## src/mac_hdr_pkg.sv

```systemverilog
// Constants, field layout, register map and state types of the MAC header framer.
package mac_hdr_pkg;
   // Frame control byte layout.
   localparam int          TYPE_LSB    = 6;
   localparam int          PARM_LSB    = 1;
   localparam int          EXT_BIT     = 0;
   // Frame type codes.
   localparam logic [1:0]  TYPE_PKT    = 2'h0;
   localparam logic [1:0]  TYPE_MAC    = 2'h3;
   // Parameter codes under the packet and MAC-specific types.
   localparam logic [4:0]  PARM_PKT    = 5'h00;
   localparam logic [4:0]  PARM_REQ    = 5'h02;
   localparam logic [4:0]  PARM_CONCAT = 5'h1C;
   // Stuff byte and size limits.
   localparam logic [7:0]  STUFF_BYTE  = 8'hFF;
   localparam logic [7:0]  EXT_HEADER_BLOCK_MAX    = 8'hF0;
   localparam logic [15:0] PDU_MAX     = 16'h05EE;
   localparam logic [15:0] PDU_MAX_TAG = 16'h05F2;
   localparam logic [15:0] PDU_MIN_DS  = 16'h000C;
   // Header check polynomial and start value.
   localparam logic [15:0] HCS_POLY    = 16'h1021;
   localparam logic [15:0] HCS_INIT    = 16'hFFFF;
   // Register byte offsets.
   localparam logic [5:0]  REG_CTRL    = 6'h00;
   localparam logic [5:0]  REG_TX_HDR  = 6'h04;
   localparam logic [5:0]  REG_TX_GO   = 6'h08;
   localparam logic [5:0]  REG_STATUS  = 6'h0C;
   localparam logic [5:0]  REG_MASK    = 6'h10;
   localparam logic [5:0]  REG_RX_INFO = 6'h14;
   // Control bits and reset values.
   localparam int          CTRL_HEADEND = 0;
   localparam int          CTRL_VLAN    = 1;
   localparam logic [1:0]  CTRL_RST     = 2'h0;
   localparam logic [31:0] TX_HDR_RST   = 32'h0;
   localparam logic [5:0]  MASK_RST     = 6'h00;
   // Status event bits.
   localparam int          EV_HCS   = 0;
   localparam int          EV_DONE  = 1;
   localparam int          EV_SKIP  = 2;
   localparam int          EV_SIZE  = 3;
   localparam int          EV_TXEND = 4;
   localparam int          EV_TXBAD = 5;
   localparam int          EV_W     = 6;
   // Bus answers.
   localparam logic [1:0]  RESP_OKAY   = 2'h0;
   localparam logic [1:0]  RESP_SLVERR = 2'h2;
   // Receive parser states.
   typedef enum logic [2:0] {R_FC, R_PARM, R_LH, R_LL, R_EH, R_H1, R_H2, R_BODY} rx_state_type;
   // Transmit builder states.
   typedef enum logic [3:0] {T_IDLE, T_FC, T_PARM, T_LH, T_LL, T_EH, T_H1, T_H2, T_PDU} tx_state_type;
endpackage

```

## src/mac_hdr_framer.sv

```systemverilog
// MAC header builder and parser with frame classification and an AXI4-Lite register slave.
//
// The register offsets and the AXI4-Lite interface to the registers were decided locally.
`timescale 1ns/10ps
module mac_hdr_framer
(
   // Clock and reset.
   input  wire logic        ref_clk,
   input  wire logic        arst_n,
   // AXI4-Lite register slave.
   input  wire logic [5:0]  s_axi_awaddr,
   input  wire logic        s_axi_awvalid,
   output logic             s_axi_awready,
   input  wire logic [31:0] s_axi_wdata,
   input  wire logic [3:0]  s_axi_wstrb,
   input  wire logic        s_axi_wvalid,
   output logic             s_axi_wready,
   output logic [1:0]       s_axi_bresp,
   output logic             s_axi_bvalid,
   input  wire logic        s_axi_bready,
   input  wire logic [5:0]  s_axi_araddr,
   input  wire logic        s_axi_arvalid,
   output logic             s_axi_arready,
   output logic [31:0]      s_axi_rdata,
   output logic [1:0]       s_axi_rresp,
   output logic             s_axi_rvalid,
   input  wire logic        s_axi_rready,
   // Interrupt.
   output logic             irq,
   // Received byte stream from the link.
   input  wire logic        rx_valid,
   input  wire logic [7:0]  rx_data,
   // Accepted PDU bytes toward the upper layer.
   output logic             pdu_valid,
   output logic [7:0]       pdu_data,
   output logic             pdu_first,
   output logic             pdu_last,
   output logic [7:0]       frame_control_byte,
   // Extended header and PDU bytes to transmit.
   input  wire logic        tx_in_valid,
   input  wire logic [7:0]  tx_in_data,
   input  wire logic        payload_header_squash,
   output logic             tx_in_ready,
   // Framed bytes toward the link.
   output logic             tx_out_valid,
   output logic [7:0]       tx_out_data,
   input  wire logic        tx_out_ready
);

   // Module state, apart from the reset release chain, in one record.
   typedef struct packed {
      mac_hdr_pkg::rx_state_type rx_st;
      logic [7:0]                fc;
      logic [7:0]                parm;
      logic [15:0]               len;
      logic [15:0]               cnt;
      logic [15:0]               crc;
      logic [7:0]                hcs_hi;
      logic                      keep;
      logic                      bfirst;
      logic                      o_v;
      logic [7:0]                o_d;
      logic                      o_first;
      logic                      o_last;
      mac_hdr_pkg::tx_state_type tx_st;
      logic [15:0]               tcrc;
      logic [15:0]               tcnt;
      logic                      t_v;
      logic [7:0]                t_d;
      logic [1:0]                ctrl;
      logic [31:0]               tx_hdr;
      logic [5:0]                sts;
      logic [5:0]                msk;
      logic                      aw_h;
      logic [5:0]                aw_a;
      logic                      w_h;
      logic [31:0]               w_d;
      logic [3:0]                w_s;
      logic                      b_v;
      logic [1:0]                b_r;
      logic                      r_v;
      logic [31:0]               r_d;
      logic [1:0]                r_r;
   } state_type;

   state_type  s_reg;     // Registered state.
   state_type  s_next;    // Next state.
   logic [1:0] rst_sync;  // Reset release chain.
   logic       rst_n;     // Synchronised reset.

   // Advances the header check over one byte, high bit first.
   function automatic logic [15:0] crc_byte(input logic [15:0] c, input logic [7:0] d);
      logic [15:0] r;
      r = c;
      for (int i = 7; i >= 0; i--)
      begin
         r = {r[14:0], 1'b0} ^ ((r[15] ^ d[i]) ? mac_hdr_pkg::HCS_POLY : 16'h0000);
      end
      return r;
   endfunction

   // Tells whether a byte address hits a register.
   function automatic logic reg_hit(input logic [5:0] a);
      return a == mac_hdr_pkg::REG_CTRL || a == mac_hdr_pkg::REG_TX_HDR || a == mac_hdr_pkg::REG_TX_GO ||
             a == mac_hdr_pkg::REG_STATUS || a == mac_hdr_pkg::REG_MASK || a == mac_hdr_pkg::REG_RX_INFO;
   endfunction

   // Expands byte strobes into a bit mask.
   function automatic logic [31:0] lane_mask(input logic [3:0] st);
      return {{8{st[3]}}, {8{st[2]}}, {8{st[1]}}, {8{st[0]}}};
   endfunction

   // Extended header length carried by a control and parameter byte pair.
   function automatic logic [7:0] ext_len(input logic [7:0] fcb, input logic [7:0] pb);
      return fcb[mac_hdr_pkg::EXT_BIT] ? pb : 8'h00;
   endfunction

   // Bus handshakes and registered outputs.
   assign s_axi_awready      = !s_reg.aw_h;
   assign s_axi_wready       = !s_reg.w_h;
   assign s_axi_arready      = !s_reg.r_v;
   assign s_axi_bvalid       = s_reg.b_v;
   assign s_axi_bresp        = s_reg.b_r;
   assign s_axi_rvalid       = s_reg.r_v;
   assign s_axi_rdata        = s_reg.r_d;
   assign s_axi_rresp        = s_reg.r_r;
   assign irq                = |(s_reg.sts & s_reg.msk);
   assign pdu_valid          = s_reg.o_v;
   assign pdu_data           = s_reg.o_d;
   assign pdu_first          = s_reg.o_first;
   assign pdu_last           = s_reg.o_last;
   assign frame_control_byte = s_reg.fc;
   assign tx_out_valid       = s_reg.t_v;
   assign tx_out_data        = s_reg.t_d;
   assign tx_in_ready        = (!s_reg.t_v || tx_out_ready) &&
                               (s_reg.tx_st == mac_hdr_pkg::T_EH || s_reg.tx_st == mac_hdr_pkg::T_PDU);

   localparam int EV_BITS = mac_hdr_pkg::EV_W; // Width of the event vector.

   // Next-state logic for the bus slave, the parser and the builder.
   always_comb
   begin
      logic [EV_BITS-1:0] ev;
      logic [5:0]         clr;
      logic               go;
      logic               can;
      logic [15:0]        n;
      logic [7:0]         tfc;
      logic [7:0]         tpb;
      logic [15:0]        tn;
      logic [1:0]         ty;
      logic [15:0]        lim;
      logic [31:0]        wm;
      ev  = '0;
      clr = '0;
      go  = 1'b0;
      wm  = lane_mask(s_reg.w_s);
      // Fields of the received header and of the header to send.
      ty  = s_reg.fc[mac_hdr_pkg::TYPE_LSB +: 2];
      n   = s_reg.len - {8'h00, ext_len(s_reg.fc, s_reg.parm)};
      lim = s_reg.ctrl[mac_hdr_pkg::CTRL_VLAN] ? mac_hdr_pkg::PDU_MAX_TAG : mac_hdr_pkg::PDU_MAX;
      tfc = s_reg.tx_hdr[31:24];
      tpb = s_reg.tx_hdr[23:16];
      tn  = s_reg.tx_hdr[15:0] - {8'h00, ext_len(tfc, tpb)};
      can = !s_reg.t_v || tx_out_ready;
      s_next = s_reg;
      // Body markers are only raised together with a forwarded byte.
      s_next.o_v     = 1'b0;
      s_next.o_first = 1'b0;
      s_next.o_last  = 1'b0;
      // Bus: capture address and data in either order.
      if (s_axi_awvalid && !s_reg.aw_h)
      begin
         s_next.aw_h = 1'b1;
         s_next.aw_a = s_axi_awaddr;
      end
      if (s_axi_wvalid && !s_reg.w_h)
      begin
         s_next.w_h = 1'b1;
         s_next.w_d = s_axi_wdata;
         s_next.w_s = s_axi_wstrb;
      end
      if (s_reg.b_v && s_axi_bready)
      begin
         s_next.b_v = 1'b0;
      end
      // Bus: perform a write once both halves are held.
      if (s_reg.aw_h && s_reg.w_h && !s_reg.b_v)
      begin
         s_next.aw_h = 1'b0;
         s_next.w_h  = 1'b0;
         s_next.b_v  = 1'b1;
         s_next.b_r  = reg_hit(s_reg.aw_a) ? mac_hdr_pkg::RESP_OKAY : mac_hdr_pkg::RESP_SLVERR;
         case (s_reg.aw_a)
            mac_hdr_pkg::REG_CTRL:
               s_next.ctrl = (s_reg.ctrl & ~wm[1:0]) | (s_reg.w_d[1:0] & wm[1:0]);
            mac_hdr_pkg::REG_TX_HDR:
               // Header fields hold still while a frame is being built.
               if (s_reg.tx_st == mac_hdr_pkg::T_IDLE)
               begin
                  s_next.tx_hdr = (s_reg.tx_hdr & ~lane_mask(s_reg.w_s)) | (s_reg.w_d & lane_mask(s_reg.w_s));
               end
            mac_hdr_pkg::REG_TX_GO:
               go = s_reg.w_s[0] && s_reg.w_d[0];
            mac_hdr_pkg::REG_STATUS:
               clr = s_reg.w_d[5:0] & wm[5:0];
            mac_hdr_pkg::REG_MASK:
               s_next.msk = (s_reg.msk & ~wm[5:0]) | (s_reg.w_d[5:0] & wm[5:0]);
            default:
               ;
         endcase
      end
      // Bus: reads answer one cycle after the address is taken.
      if (s_reg.r_v && s_axi_rready)
      begin
         s_next.r_v = 1'b0;
      end
      if (s_axi_arvalid && !s_reg.r_v)
      begin
         s_next.r_v = 1'b1;
         s_next.r_r = reg_hit(s_axi_araddr) ? mac_hdr_pkg::RESP_OKAY : mac_hdr_pkg::RESP_SLVERR;
         case (s_axi_araddr)
            mac_hdr_pkg::REG_CTRL:    s_next.r_d = {30'h0, s_reg.ctrl};
            mac_hdr_pkg::REG_TX_HDR:  s_next.r_d = s_reg.tx_hdr;
            mac_hdr_pkg::REG_TX_GO:   s_next.r_d = {31'h0, s_reg.tx_st != mac_hdr_pkg::T_IDLE};
            mac_hdr_pkg::REG_STATUS:  s_next.r_d = {26'h0, s_reg.sts};
            mac_hdr_pkg::REG_MASK:    s_next.r_d = {26'h0, s_reg.msk};
            mac_hdr_pkg::REG_RX_INFO: s_next.r_d = {s_reg.fc, s_reg.parm, s_reg.len};
            default:                  s_next.r_d = 32'h0;
         endcase
      end

      // Receive parser.
      if (rx_valid)
      begin
         case (s_reg.rx_st)
            mac_hdr_pkg::R_FC:
               if (rx_data != mac_hdr_pkg::STUFF_BYTE)
               begin
                  s_next.fc    = rx_data;
                  s_next.crc   = crc_byte(mac_hdr_pkg::HCS_INIT, rx_data);
                  s_next.rx_st = mac_hdr_pkg::R_PARM;
               end
            mac_hdr_pkg::R_PARM:
            begin
               s_next.parm  = rx_data;
               s_next.crc   = crc_byte(s_reg.crc, rx_data);
               s_next.rx_st = mac_hdr_pkg::R_LH;
            end
            mac_hdr_pkg::R_LH:
            begin
               s_next.len[15:8] = rx_data;
               s_next.crc       = crc_byte(s_reg.crc, rx_data);
               s_next.rx_st     = mac_hdr_pkg::R_LL;
            end
            mac_hdr_pkg::R_LL:
            begin
               s_next.len[7:0] = rx_data;
               s_next.crc      = crc_byte(s_reg.crc, rx_data);
               s_next.cnt      = {8'h00, ext_len(s_reg.fc, s_reg.parm)};
               s_next.rx_st    = (ext_len(s_reg.fc, s_reg.parm) != 8'h00) ? mac_hdr_pkg::R_EH : mac_hdr_pkg::R_H1;
            end
            mac_hdr_pkg::R_EH:
            begin
               s_next.crc = crc_byte(s_reg.crc, rx_data);
               s_next.cnt = s_reg.cnt - 16'h0001;
               if (s_reg.cnt == 16'h0001)
               begin
                  s_next.rx_st = mac_hdr_pkg::R_H1;
               end
            end
            mac_hdr_pkg::R_H1:
            begin
               s_next.hcs_hi = rx_data;
               s_next.rx_st  = mac_hdr_pkg::R_H2;
            end
            mac_hdr_pkg::R_H2:
            begin
               s_next.rx_st  = mac_hdr_pkg::R_FC;
               s_next.cnt    = n;
               s_next.bfirst = 1'b1;
               s_next.keep   = (ty == mac_hdr_pkg::TYPE_MAC) ||
                               (ty == mac_hdr_pkg::TYPE_PKT && s_reg.fc[mac_hdr_pkg::PARM_LSB +: 5] == mac_hdr_pkg::PARM_PKT);
               if ({s_reg.hcs_hi, rx_data} != s_reg.crc)
               begin
                  ev[mac_hdr_pkg::EV_HCS] = 1'b1;
               end
               else if (ty == mac_hdr_pkg::TYPE_MAC && (s_reg.fc[mac_hdr_pkg::PARM_LSB +: 5] == mac_hdr_pkg::PARM_REQ ||
                        s_reg.fc[mac_hdr_pkg::PARM_LSB +: 5] == mac_hdr_pkg::PARM_CONCAT))
               begin
                  // Request carries no body; a concatenation is followed by embedded headers.
                  ev[mac_hdr_pkg::EV_DONE] = 1'b1;
               end
               else if (ext_len(s_reg.fc, s_reg.parm) > mac_hdr_pkg::EXT_HEADER_BLOCK_MAX ||
                        s_reg.len < {8'h00, ext_len(s_reg.fc, s_reg.parm)})
               begin
                  ev[mac_hdr_pkg::EV_SIZE] = 1'b1;
               end
               else
               begin
                  if (ty == mac_hdr_pkg::TYPE_PKT && (n > lim ||
                      (!s_reg.ctrl[mac_hdr_pkg::CTRL_HEADEND] && n < mac_hdr_pkg::PDU_MIN_DS)))
                  begin
                     s_next.keep             = 1'b0;
                     ev[mac_hdr_pkg::EV_SIZE] = 1'b1;
                  end
                  else
                  begin
                     ev[mac_hdr_pkg::EV_DONE] = s_next.keep;
                     ev[mac_hdr_pkg::EV_SKIP] = !s_next.keep;
                  end
                  if (n != 16'h0000)
                  begin
                     s_next.rx_st = mac_hdr_pkg::R_BODY;
                  end
               end
            end
            mac_hdr_pkg::R_BODY:
            begin
               // Kept bodies pass unchanged, CRC included; others are skipped by count.
               s_next.o_v     = s_reg.keep;
               s_next.o_d     = rx_data;
               s_next.o_first = s_reg.keep && s_reg.bfirst;
               s_next.o_last  = s_reg.keep && s_reg.cnt == 16'h0001;
               s_next.bfirst  = 1'b0;
               s_next.cnt     = s_reg.cnt - 16'h0001;
               if (s_reg.cnt == 16'h0001)
               begin
                  s_next.rx_st = mac_hdr_pkg::R_FC;
               end
            end
            default:
               s_next.rx_st = mac_hdr_pkg::R_FC;
         endcase
      end

      // Transmit builder.
      if (s_reg.t_v && tx_out_ready)
      begin
         s_next.t_v = 1'b0;
      end
      case (s_reg.tx_st)
         mac_hdr_pkg::T_IDLE:
            if (go)
            begin
               if (tfc == mac_hdr_pkg::STUFF_BYTE ||
                   (tfc[mac_hdr_pkg::TYPE_LSB +: 2] == mac_hdr_pkg::TYPE_PKT &&
                    tfc[mac_hdr_pkg::PARM_LSB +: 5] != mac_hdr_pkg::PARM_PKT) ||
                   (tfc[mac_hdr_pkg::TYPE_LSB +: 2] != mac_hdr_pkg::TYPE_MAC && !tfc[mac_hdr_pkg::EXT_BIT] &&
                    tpb != 8'h00) || ext_len(tfc, tpb) > mac_hdr_pkg::EXT_HEADER_BLOCK_MAX ||
                   s_reg.tx_hdr[15:0] < {8'h00, ext_len(tfc, tpb)} ||
                   (tfc[mac_hdr_pkg::TYPE_LSB +: 2] == mac_hdr_pkg::TYPE_PKT && (tn > lim ||
                    (s_reg.ctrl[mac_hdr_pkg::CTRL_HEADEND] && tn < mac_hdr_pkg::PDU_MIN_DS))))
               begin
                  ev[mac_hdr_pkg::EV_TXBAD] = 1'b1;
               end
               else
               begin
                  s_next.tx_st = mac_hdr_pkg::T_FC;
               end
            end
         mac_hdr_pkg::T_FC, mac_hdr_pkg::T_PARM, mac_hdr_pkg::T_LH, mac_hdr_pkg::T_LL:
            if (can)
            begin
               // Header bytes go out control first, length high octet first.
               s_next.t_v = 1'b1;
               case (s_reg.tx_st)
                  mac_hdr_pkg::T_FC:   s_next.t_d = tfc;
                  mac_hdr_pkg::T_PARM: s_next.t_d = tpb;
                  mac_hdr_pkg::T_LH:   s_next.t_d = s_reg.tx_hdr[15:8];
                  default:             s_next.t_d = s_reg.tx_hdr[7:0];
               endcase
               s_next.tcrc  = crc_byte((s_reg.tx_st == mac_hdr_pkg::T_FC) ? mac_hdr_pkg::HCS_INIT : s_reg.tcrc,
                                       s_next.t_d);
               s_next.tcnt  = {8'h00, ext_len(tfc, tpb)};
               s_next.tx_st = (s_reg.tx_st == mac_hdr_pkg::T_LL) ?
                              ((ext_len(tfc, tpb) != 8'h00) ? mac_hdr_pkg::T_EH : mac_hdr_pkg::T_H1) :
                              mac_hdr_pkg::tx_state_type'(s_reg.tx_st + 4'h1);
            end
         mac_hdr_pkg::T_EH:
            if (can && tx_in_valid)
            begin
               s_next.t_v  = 1'b1;
               s_next.t_d  = tx_in_data;
               s_next.tcrc = crc_byte(s_reg.tcrc, tx_in_data);
               s_next.tcnt = s_reg.tcnt - 16'h0001;
               if (s_reg.tcnt == 16'h0001)
               begin
                  s_next.tx_st = mac_hdr_pkg::T_H1;
               end
            end
         mac_hdr_pkg::T_H1:
            if (can)
            begin
               s_next.t_v   = 1'b1;
               s_next.t_d   = s_reg.tcrc[15:8];
               s_next.tx_st = mac_hdr_pkg::T_H2;
            end
         mac_hdr_pkg::T_H2:
            if (can)
            begin
               s_next.t_v   = 1'b1;
               s_next.t_d   = s_reg.tcrc[7:0];
               s_next.tcnt  = tn;
               s_next.tx_st = (tn == 16'h0000) ? mac_hdr_pkg::T_IDLE : mac_hdr_pkg::T_PDU;
               ev[mac_hdr_pkg::EV_TXEND] = tn == 16'h0000;
            end
         mac_hdr_pkg::T_PDU:
            if (can && tx_in_valid && !payload_header_squash)
            begin
               // Bytes pass untouched; squashed bytes are taken and dropped.
               s_next.t_v  = 1'b1;
               s_next.t_d  = tx_in_data;
               s_next.tcnt = s_reg.tcnt - 16'h0001;
               if (s_reg.tcnt == 16'h0001)
               begin
                  s_next.tx_st = mac_hdr_pkg::T_IDLE;
                  ev[mac_hdr_pkg::EV_TXEND] = 1'b1;
               end
            end
         default:
            s_next.tx_st = mac_hdr_pkg::T_IDLE;
      endcase

      // Sticky events: a new event wins over a clear in the same cycle.
      s_next.sts = (s_reg.sts & ~clr) | ev;
   end

   // Reset release through two flip-flops.
   always_ff @(posedge ref_clk or negedge arst_n)
   begin
      if (!arst_n)
      begin
         rst_sync <= 2'h0;
      end
      else
      begin
         rst_sync <= {rst_sync[0], 1'b1};
      end
   end
   assign rst_n = rst_sync[1];

   // State register.
   always_ff @(posedge ref_clk or negedge rst_n)
   begin
      if (!rst_n)
      begin
         s_reg        <= '0;
         s_reg.ctrl   <= mac_hdr_pkg::CTRL_RST;
         s_reg.tx_hdr <= mac_hdr_pkg::TX_HDR_RST;
         s_reg.msk    <= mac_hdr_pkg::MASK_RST;
      end
      else
      begin
         s_reg <= s_next;
      end
   end

endmodule // mac_hdr_framer

```

## config.mk

```make
export PLATFORM = sky130hd
export DESIGN_NAME = mac_hdr_framer
export DESIGN_NICKNAME = d
export VERILOG_FILES = /design/src/mac_hdr_pkg.sv /design/src/mac_hdr_framer.sv
export SDC_FILE = /design/constraint.sdc
export NUM_CORES = 1
export LEC_CHECK = 0
export ABC_AREA = 1
export ABC_CLOCK_PERIOD_IN_PS = 9400
export BUFFER_PORTS_ARGS = -buffer_cell sky130_fd_sc_hd__buf_4
export CELL_PAD_IN_SITES_DETAIL_PLACEMENT = 1
export CELL_PAD_IN_SITES_GLOBAL_PLACEMENT = 1
export CORE_MARGIN = 8
export CORE_UTILIZATION = 25
export CTS_CLUSTER_DIAMETER = 150
export CTS_CLUSTER_SIZE = 40
export DETAILED_ROUTE_END_ITERATION = 10
export PLACE_DENSITY = 0.59
export SYNTH_ARGS = -nofsm -noshare
export SYNTH_HDL_FRONTEND = slang
export SYNTH_SLANG_ARGS = --single-unit
export TNS_END_PERCENT = 10
```

## constraint.sdc

```tcl
create_clock -name ref_clk -period 9.4 [get_ports ref_clk]
set_input_delay 2.35 -clock ref_clk [delete_from_list [all_inputs] [get_ports ref_clk]]
set_output_delay 2.35 -clock ref_clk [all_outputs]
set_load 0.005 [all_outputs]
```

After elaboration in Yosys (flattened, before gate mapping)
Index checks and enable logic that the tools add are counted.
{"block": "word_totals", "register_bits": 263, "input_bits": 75, "out_inout_bits": 71, "wordCells": 382}
{"block": "op_classes", "addsub": 5, "magnitude_cmp": 8, "eq_ne": 46, "mux": 110, "bitwise_logic": 79, "reduce_logical": 100}
{"op": "bitwise XOR 16 x 13 -> 16 bit", "count": 31}
{"op": "2-to-1 mux 13 bit", "count": 32}
{"op": "one-hot mux 32 bit (6 select lines)", "count": 1}
{"op": "2-to-1 mux 45 bit", "count": 2}
{"op": "AND 32 bit", "count": 2}
{"op": "one-hot mux 16 bit (2 select lines)", "count": 2}
{"op": "one-hot mux 16 bit (4 select lines)", "count": 1}
{"op": "2-to-1 mux 25 bit", "count": 2}
{"op": "one-hot mux 16 bit (3 select lines)", "count": 1}
{"op": "one-hot mux 9 bit (5 select lines)", "count": 1}
{"op": "2-to-1 mux 4 bit", "count": 11}
{"op": "2-to-1 mux 37 bit", "count": 1}
{"op": "2-to-1 mux 35 bit", "count": 1}
{"op": "2-to-1 mux 11 bit", "count": 3}
{"op": "equality test 16 x 1 -> 1 bit (second input constant)", "count": 2}
{"op": "greater-than comparator 16 x 11 -> 1 bit", "count": 2}
{"op": "< comparator 16 x 4 -> 1 bit (second input constant)", "count": 2}
{"op": "< comparator 16 x 8 -> 1 bit", "count": 2}
{"op": "2-to-1 mux 16 bit", "count": 2}
{"op": "2-to-1 mux 8 bit", "count": 4}
{"op": "NOT 32 bit", "count": 1}
{"op": "bitwise OR 32 bit", "count": 1}
{"op": "subtractor 16 x 1 -> 16 bit (second input constant)", "count": 2}
{"op": "subtractor 16 x 8 -> 16 bit", "count": 2}
{"op": "other kinds (63)", "count": 237}

Logic depth before layout (Yosys ltp)
Gate-level depths: netlist of run 1.
{"block": "logic_depth", "ltp_word": 30, "mapped_depth": 27, "mapped_depth_nobuf": 26}

Least setup slack after synthesis of run 1
OpenSTA, ideal clock, no wires.
{"block": "synth_path", "path_type": "input -> output", "from": "input port tx_out_ready", "to": "output port tx_in_ready", "t_arrival_ps": 2662, "required_ps": 7050, "path_slack_ps": 4388, "cell_stages": 2, "n_path_buf": 0, "cell_sequence": "nor2_2 > nor2_1"}
{"block": "synth_via", "elab_chain_cells": 2}
{"item": "start: declaration", "line_no": "mac_hdr_framer.sv:47", "source": "input wire logic tx_out_ready"}
{"item": "logical OR 1 bit", "line_no": "mac_hdr_framer.sv:135", "source": "assign tx_in_ready = (!s_reg.t_v || tx_out_ready) &&"}
{"item": "logical AND 1 bit", "line_no": "mac_hdr_framer.sv:135"}
{"item": "end: declaration", "line_no": "mac_hdr_framer.sv:43", "source": "output logic tx_in_ready,"}
Every way passes these cells.

Worst setup path after layout of run 1
Ends and elaborated chain as after synthesis.

==> impl_metrics.yaml, run 1 <==
sta:
  hold_violations: 0
  period_share: 0.574
  slew_viol_final: 0
  grt_setup_unrepaired: "no"
  fin_crit_ns: 5.39
  skew_ns: 0.0401
  setup_viol: 0
  worst_pin_slew_ns: 0.987
  setup_tns_ns: 0
  fmax_mhz: 185
  relSlewSlack: 0.342
yosys:
  yosysTopAreaCell: "dfrtp_1"
  synthArstFlopShare: 1.00
  synth_xor_area_frac: 0.0432
  synthSimpleGateAreaFrac: 0.251
  synth-edff-count: 0
  synth_fa_ha_area_frac: 0.0281
  netlist_top_cells_count: "548 x nand2_1, 261 x dfrtp_1, 256 x inv_1"
  synthMostInstantiatedCell: "nand2_1"
  synth.distinct_cells: 67
  yosysSeqAreaShare: 0.405
  synthMuxAreaShare: 0.0105
  synth_area_leaders: "dfrtp_1 41%, nand2_1 13%, o21ai_0 6.6%"
  ys_ff_latch: 261
  netlist_instances: 2160
  synth_top_family_by_area: "simple AND/OR/NAND/NOR gates"
  yosysTopAreaCellShare: 0.405
  ys_warn_count: 0
  synth_area_um2: 16100
  postSynthAreaPerCell_um2: 7.46
  synth_compound_area_frac: 0.155
  synth_flop_cell: "dfrtp_1"
worst_setup_path:
  slowest_delay_ns: 0.33
  cpMostUsedCell: "buf_4"
  critical_path_class: "in -> out"
  crit_buf_inv: 2
  crit_fanout: 8
  cp-end-kind: "output pin"
  cp-start-kind: "input pin"
  crit_chain: "buf_4 -> nor2_2 -> nor2_1 -> buf_4"
  critical_path_required_ns: 7.05
  cp_slowest_cell: "nor2_2"
  crit_family: "simple AND/OR/NAND/NOR gates"
  cp_data_arrival_time_ns: 3.04
grt:
  grt_pass1_vias: 15500
  grt_max_degree: 76
  grt_overflow_total: 0
  grt_pass1_wl_um: 93400
  grtUsageTotal: 0.160
  antenna_found_initial: 0
die:
  die-area_um2: 72900
  core_area_um2: 64100
  die_w_um: 270
  pin_count: 146
  die_height_um: 270
  rows: 93
  start_util: 0.251
power:
  ir_drop_uv: 116
  power_leakage_nw: 8.70
  power_density_nw_per_um2: 341
  p_total_mw: 6.17
detailed_routing:
  antenna_left: 0
  drc: 0
  dr.pass1.iters: 5
  vias_per_cell: 4.79
  first_iter_violations: 881
  drt-total-wl_um: 60600
  wl_per_cell_um: 19.7
  vias: 14700
clocking:
  clock_sinks: 261
  root_buffer: "clkbuf_16"
  cts_tree: "done"
  clock_latency_ns: 0.54
  cts_setup_buffers: 0
  cts-hold-fix-buffers: 0
  cts.reportedPaths.clkPinSlew_ns: 0.14
  h-tree-depth: 1
  cts_resized: 0
  cts_made_buffers: 12
  cts_buffer_depth: 3
outcome:
  status: "finished clean"
hold_path:
  hp-class: "reg -> reg"
placement:
  port_buffers: 143
  gp_congestion: 0.869
  dp_hpwl_um: 47100
final_layout:
  area_growth_pct: 12.3
  diodes: 0
  drive_above_1_share: 0.107
  nets: 2324
run:
  drv_cap: 0
-- cell usage in the layout, fill, tap and decap left out, drive strengths merged, types with 3 or more instances in the layout --
cell type,instances
o22ai,17
o211ai,5
clkinv,5
a31oi,14
a32oi,3
clkbuf,13
a21oi,90
nor4,16
nor2,211
nand3,118
nand2,551
o21a,3
xnor2,26
nor3,26
conb,3
buf,154
xor2,47
a22oi,28
nand3b,8
inv,269
nand4,24
a221oi,6
o2111ai,9
ha,33
dfrtp,261
a21boi,7
or2,5
o221ai,8
a22o,4
o21ai,220
mux2,15
-- cell type report --
type	instances	area, um2
timing repair buffer	154	1160
fill	7811	46000
sequential	261	6540
clock buffer	13	325
inverter	269	1010
tap	855	1070
clock inverter	6	106
multi-input combinational	1516	7890
-- layer usage --
metal  wire, um  GRT usage  part of all wire
met1      27300      0.207              0.45
met2      29800      0.283              0.49
met3       2000     0.0175             0.033
met4       1440     0.0378             0.024
met5          0          0                 0
-- stage by stage --
stage / hold WS [ns] / setup WS [ns] / cell area (um2) / instances / utilization
after floorplan: 0.331 / 1.59 / 16100 / 2161 / -
after global placement: 0.335 / 4.03 / 17700 / 3055 / 0.276
after detailed placement: 0.338 / 4.01 / 17700 / 3055 / 0.276
after CTS: 0.371 / 4.01 / 18100 / 3074 / 0.282
after global routing: 0.380 / 3.95 / 18100 / 3074 / 0.282
final: 0.368 / 4.01 / 18100 / 3074 / 0.282
-- worst paths after layout --
| path | from | to | slack (ns) | depth (start not counted) |
|---|---|---|---|---|
| setup / recovery | tx_out_ready | tx_in_ready | 4.01 | 4 |
| hold / removal | rst_sync[0]$_DFF_PN0_ | rst_sync[1]$_DFF_PN0_ | 0.37 | 0 |
| setup reg to reg | flip-flop | s_reg[172]$_DFFE_PN0P_ | 5.02 | 26 |
| hold reg to reg | rst_sync[0]$_DFF_PN0_ | rst_sync[1]$_DFF_PN0_ | 0.37 | 0 |
| max in group asynchronous | rst_sync[1]$_DFF_PN0_ | s_reg[51]$_DFFE_PN0P_ | 7.43 | 1 |
| min in group asynchronous | rst_sync[1]$_DFF_PN0_ | s_axi_bvalid$_DFFE_PN0P_ | 0.42 | 0 |
-- power by group --
part	switching, mW	total (mW)	internal, mW
Combinational	2.32	3.51	1.19
Clock	0.442	0.720	0.278
Sequential	0.445	1.93	1.49
Total	3.21	6.17	2.96
-- cell families after synthesis --
| family | Yosys count |
|---|---|
| fa+ha+maj | 35 |
| xor+xnor | 74 |
| compound gates | 426 |
| mux | 15 |
| buf+inv | 384 |
| other cells | 2 |
| simple gates | 963 |
| flops | 261 |
No activity file was read; power rests on OpenSTA's default activity.
==> inputs of run 2 (changes only) <==
--- a/config.mk
+++ b/config.mk
@@ -6,7 +6,7 @@
 export NUM_CORES = 1
 export LEC_CHECK = 0
 export ABC_AREA = 1
-export ABC_CLOCK_PERIOD_IN_PS = 9400
+export ABC_CLOCK_PERIOD_IN_PS = 5400
 export BUFFER_PORTS_ARGS = -buffer_cell sky130_fd_sc_hd__buf_4
 export CELL_PAD_IN_SITES_DETAIL_PLACEMENT = 1
 export CELL_PAD_IN_SITES_GLOBAL_PLACEMENT = 1
==> constraint.sdc (replaced) <==
create_clock -name ref_clk -period 5.4 [get_ports ref_clk]
set_input_delay 1.35 -clock ref_clk [delete_from_list [all_inputs] [get_ports ref_clk]]
set_output_delay 1.35 -clock ref_clk [all_outputs]
set_load 0.005 [all_outputs]
==> run 2 against run 1 <==
Via count up 1.2%. Die area stayed put. Cell count unchanged. Wire length rose by 3.6%. Sequential share of layout area decreased by 0.087 points. Critical endpoint is now s_reg[170]$_DFFE_PN0P_.
==> impl_metrics.yaml, run 2 (synthesis gave the netlist of run 1 again) <==
detailed_routing:
  antenna_left: 0
  wl_per_cell_um: 20.4
  dr.pass1.iters: 5
  drc: 0
  first_iter_violations: 939
  vias_per_cell: 4.84
  drt-total-wl_um: 62800
  vias: 14900
grt:
  grtUsageTotal: 0.168
  grt_pass1_vias: 15700
  grt_overflow_total: 0
  grt_pass1_wl_um: 96600
  grt_max_degree: 141
  antenna_found_initial: 1
worst_setup_path:
  cp-start-kind: "flip-flop"
  critical_path_class: "reg -> reg"
  crit_fanout: 15
  cpMostUsedCell: "nand2_1"
  slowest_delay_ns: 0.68
  reg2reg_depth: 26
  cp_data_arrival_time_ns: 4.31
  cp-end-kind: "flip-flop"
  critical_path_required_ns: 5.89
  cp_slowest_cell: "dfrtp_1"
clocking:
  clock_sinks: 261
  cts-hold-fix-buffers: 0
  cts_buffer_depth: 3
  cts_made_buffers: 12
  clock_latency_ns: 0.56
  cts_setup_buffers: 0
  cts_tree: "done"
  root_buffer: "clkbuf_16"
  cts_resized: 0
  h-tree-depth: 1
  cts.reportedPaths.clkPinSlew_ns: 0.15
final_layout:
  mostFrequentLayoutCells: "546 x nand2_1, 260 x dfrtp_1, 256 x inv_1"
  drive_above_1_share: 0.107
  diodes: 0
  fin_cells: 3074
  area_growth_pct: 12.5
  nFillCells: 7816
  final_common_cell: "nand2_1"
  nets: 2324
sta:
  skew_ns: 0.0562
  setup_viol: 0
  setup_tns_ns: 0
  relSlewSlack: 0.214
  period_share: 0.708
  slew_viol_final: 0
  hold_violations: 0
  worst_pin_slew_ns: 1.17
  fmax_mhz: 261
  grt_setup_unrepaired: "no"
  fin_crit_ns: 3.83
power:
  power_leakage_nw: 8.72
  p_total_mw: 10.9
  power_density_nw_per_um2: 600
  ir_drop_uv: 205
placement:
  dp_cells: 3055
  port_buffers: 143
  gp_congestion: 0.903
  dp_hpwl_um: 49100
outcome:
  status: "finished clean"
die:
  pin_count: 146
  die_height_um: 270
  core_area_um2: 64100
  die_w_um: 270
  die-area_um2: 72900
  start_util: 0.251
  rows: 93
hold_path:
  hp-class: "reg -> async"
run:
  drv_cap: 0
run 2: worst paths after layout:
path                                  startpoint                      to  slack [ns]
max                                    flip-flop  s_reg[170]$_DFFE_PN0P_        1.57
min                        rst_sync[1]$_DFF_PN0_   s_reg[75]$_DFFE_PN0P_        0.30
max reg2reg                            flip-flop  s_reg[170]$_DFFE_PN0P_        1.57
min reg2reg                rst_sync[1]$_DFF_PN0_   s_reg[75]$_DFFE_PN0P_        0.30
max in group asynchronous  rst_sync[1]$_DFF_PN0_   s_reg[51]$_DFFE_PN0P_        3.82
min in group ref_clk       rst_sync[0]$_DFF_PN0_   rst_sync[1]$_DFF_PN0_        0.37
run 2: cell type report:
| cell class | count | area (um2) | share of cell area |
|---|---|---|---|
| well taps | 855 | 1070 | 0.0590 |
| repair buffers | 154 | 1170 | 0.0644 |
| flip-flops and latches | 261 | 6540 | 0.360 |
| multi-input cells | 1516 | 7890 | 0.435 |
| inverters | 269 | 1010 | 0.0559 |
| clock buffers | 13 | 325 | 0.0179 |
| clock inverters | 6 | 138 | 0.00759 |
run 2: worst max-delay path: cells and delay by family, from the launching register on:
| kind | cells | cell delay (ns) |
|---|---|---|
| AO/OA/AOI/OAI | 2 | 0.23 |
| XOR/XNOR | 1 | 0.19 |
| adder cells (fa/ha/maj) | 3 | 0.91 |
| buffers and inverters | 2 | 0.18 |
| flip-flops | 1 | 0.68 |
| AND/OR/NAND/NOR | 18 | 1.59 |
run 2: metal layers:
metal  routed length, um  share of wire  track usage
met2               30300           0.48        0.286
met1               28200           0.45        0.220
met3                2060          0.033       0.0188
met4                2220          0.035       0.0538
met5                  15        0.00024            0
run 2: report_power, final:
part           switching, mW  total (mW)  internal (mW)
clock network          0.785        1.32          0.532
logic                   4.12        6.20           2.08
registers              0.773        3.36           2.59
total                   5.67        10.9           5.20
run 2: metrics by stage:
step	hold slack, ns	utilization	cell area (um2)	setup slack [ns]
final	0.300	0.283	18100	1.57
after global routing	0.341	0.283	18100	1.11
after CTS	0.326	0.283	18100	1.55
after detailed placement	0.314	0.276	17700	1.61
after global placement	0.311	0.276	17700	1.72
after floorplan	0.331	-	16100	1.12
==> inputs of run 3 (changes only) <==
--- a/config.mk
+++ b/config.mk
@@ -6,7 +6,7 @@
 export NUM_CORES = 1
 export LEC_CHECK = 0
 export ABC_AREA = 1
-export ABC_CLOCK_PERIOD_IN_PS = 5400
+export ABC_CLOCK_PERIOD_IN_PS = 3800
 export BUFFER_PORTS_ARGS = -buffer_cell sky130_fd_sc_hd__buf_4
 export CELL_PAD_IN_SITES_DETAIL_PLACEMENT = 1
 export CELL_PAD_IN_SITES_GLOBAL_PLACEMENT = 1
==> constraint.sdc (replaced) <==
create_clock -name ref_clk -period 3.8 [get_ports ref_clk]
set_input_delay 0.95 -clock ref_clk [delete_from_list [all_inputs] [get_ports ref_clk]]
set_output_delay 0.95 -clock ref_clk [all_outputs]
set_load 0.005 [all_outputs]
==> run 3 against run 2 <==
Clock skew shrank 0.014 ns. Wire length increased by 0.17%. First-iteration DRC count shrank 9.7%. Count of clock-buffer cells in the layout up 1. Utilization increased by 0.26 points. Die area did not move. Sequential power is 39% higher. Hold slack lost 0.13 ns. Sequential share of layout area fell by 0.32 points. Register-to-register slack got worse by 1.2 ns. Non-clock buffer count rose by 23. Largest cell class unchanged. Highest routed layer is now met4.
==> impl_metrics.yaml, run 3 (synthesis gave the netlist of run 1 again) <==
clocking:
  clock_sinks: 261
  root_buffer: "clkbuf_16"
  cts.reportedPaths.clkPinSlew_ns: 0.14
  cts_setup_buffers: 0
  cts_made_buffers: 12
  h-tree-depth: 1
  clock_latency_ns: 0.55
  cts_buffer_depth: 3
  cts_tree: "done"
grt:
  antenna_found_initial: 0
  grt_pass1_vias: 15600
  grt_max_degree: 97
  grtUsageTotal: 0.167
  grt_pass1_wl_um: 96300
  grt_overflow_total: 0
detailed_routing:
  drc: 0
  antenna_left: 0
  vias: 14800
  vias_per_cell: 4.77
  first_iter_violations: 848
  wl_per_cell_um: 20.3
  dr.pass1.iters: 5
  drt-total-wl_um: 62900
final_layout:
  drive_above_1_share: 0.117
  diodes: 0
  final_util: 0.286
  area_growth_pct: 13.6
  final_common_cell: "nand2_1"
  fin_area_um2: 18300
  nets: 2347
  mostFrequentLayoutCells: "546 x nand2_1, 259 x dfrtp_1, 256 x inv_1"
worst_setup_path:
  reg2reg_depth: 25
  crit_end: "s_reg[171]$_DFFE_PN0P_"
  r2r-end: "s_reg[171]$_DFFE_PN0P_"
  r2r_setup_slack_ns: 0.33
  critical_path_class: "reg -> reg"
  crit_fanout: 6
  cp-start-kind: "flip-flop"
  cp-end-kind: "flip-flop"
  cp_data_arrival_time_ns: 3.97
  critical_path_required_ns: 4.30
die:
  die_height_um: 270
  pin_count: 146
  core_area_um2: 64100
  rows: 93
  die_w_um: 270
  die-area_um2: 72900
  start_util: 0.251
sta:
  slew_viol_final: 0
  setup_viol: 0
  grt_setup_unrepaired: "no"
  hold_violations: 0
  relSlewSlack: 0.315
  fmax_mhz: 288
  setup_tns_ns: 0
  period_share: 0.913
  worst_pin_slew_ns: 1.02
  skew_ns: 0.0423
  fin_crit_ns: 3.47
power:
  power_density_nw_per_um2: 843
  ir_drop_uv: 304
  power_leakage_nw: 8.83
placement:
  dp_hpwl_um: 49800
  place_area_um2: 17900
  port_buffers: 143
  gp_congestion: 0.856
run:
  drv_cap: 0
outcome:
  status: "finished clean"
hold_path:
  hp-class: "in -> async"
==> run 3: worst min-delay path by stage <==
stage | from | endpoint | slack [ns]
after CTS | arst_n | rst_sync[1]$_DFF_PN0_ | 0.14
after floorplan | rst_sync[0]$_DFF_PN0_ | rst_sync[1]$_DFF_PN0_ | 0.33
after global placement | rst_sync[0]$_DFF_PN0_ | rst_sync[1]$_DFF_PN0_ | 0.34
final | arst_n | rst_sync[1]$_DFF_PN0_ | 0.17
after global routing | arst_n | rst_sync[1]$_DFF_PN0_ | 0.14
after detailed placement | rst_sync[0]$_DFF_PN0_ | rst_sync[1]$_DFF_PN0_ | 0.34
==> run 3: per-stage QoR <==
| stage | instances | worst slack [ns] | hold slack, ns | total power [mW] |
|---|---|---|---|---|
| detailed placement | 3078 | 0.271 | 0.336 | 13.7 |
| CTS | 3098 | 0.246 | 0.145 | 15.6 |
| global route | 3098 | 0.0192 | 0.144 | 16.9 |
| finish | 3098 | 0.329 | 0.175 | 15.4 |
| floorplan | 2161 | 0.507 | 0.331 | 10.8 |
| global placement | 3078 | 0.352 | 0.337 | 13.5 |
==> run 3: per-layer routing <==
| layer | up-vias | global-route usage | share of wire |
|---|---|---|---|
| met2 | 234 | 0.289 | 0.48 |
| met3 | 75 | 0.0194 | 0.029 |
| met4 | 0 | 0.0576 | 0.039 |
| li1 | 7142 | - | - |
| met1 | 7328 | 0.214 | 0.45 |
| met5 | - | 0 | 0 |
==> run 3: final cells by class <==
class,count,area [um2]
sequential,261,6540
tap,855,1070
clock inverter,6,96.3
clock buffer,14,339
inverter,269,1010
fill,7819,45800
timing repair buffer,177,1350
multi-input combinational,1516,7900
==> run 3: power breakdown <==
group / internal [mW] / leakage [nW] / total (mW) / switching (mW)
Combinational: 3.03 / 5.32 / 8.96 / 5.93
Sequential: 3.69 / 3.30 / 4.67 / 0.986
Clock: 0.700 / 0.211 / 1.79 / 1.09
==> run 3: worst max-delay path, cell delays in order (launching register included) <==
cell and delay (ns):
dfrtp_1 0.44, inv_1 0.12, ha_1 0.15, inv_1 0.08, fa_1 0.42, nand2_1 0.09
nand2_1 0.08, and2_1 0.18, xor2_2 0.18, ha_1 0.31, nand2_1 0.05, nor2_1 0.12
nor2_1 0.05, o21ai_0 0.07, nand2_1 0.07, nor2_1 0.10, nand3_1 0.07, a21oi_1 0.15
nor2_1 0.06, nand2_1 0.10, nand2_1 0.06, nand2_1 0.08, nand2_2 0.09, nand2_1 0.14
nand2_1 0.07, nand2_1 0.07
==> run 3: repair_timing <==
item                                    4_1_cts  5_1_grt
endpoints found under the hold margin         0        0
hold buffers                                  0        0
endpoints found under the setup margin        0        8
gates resized for setup                       0        2
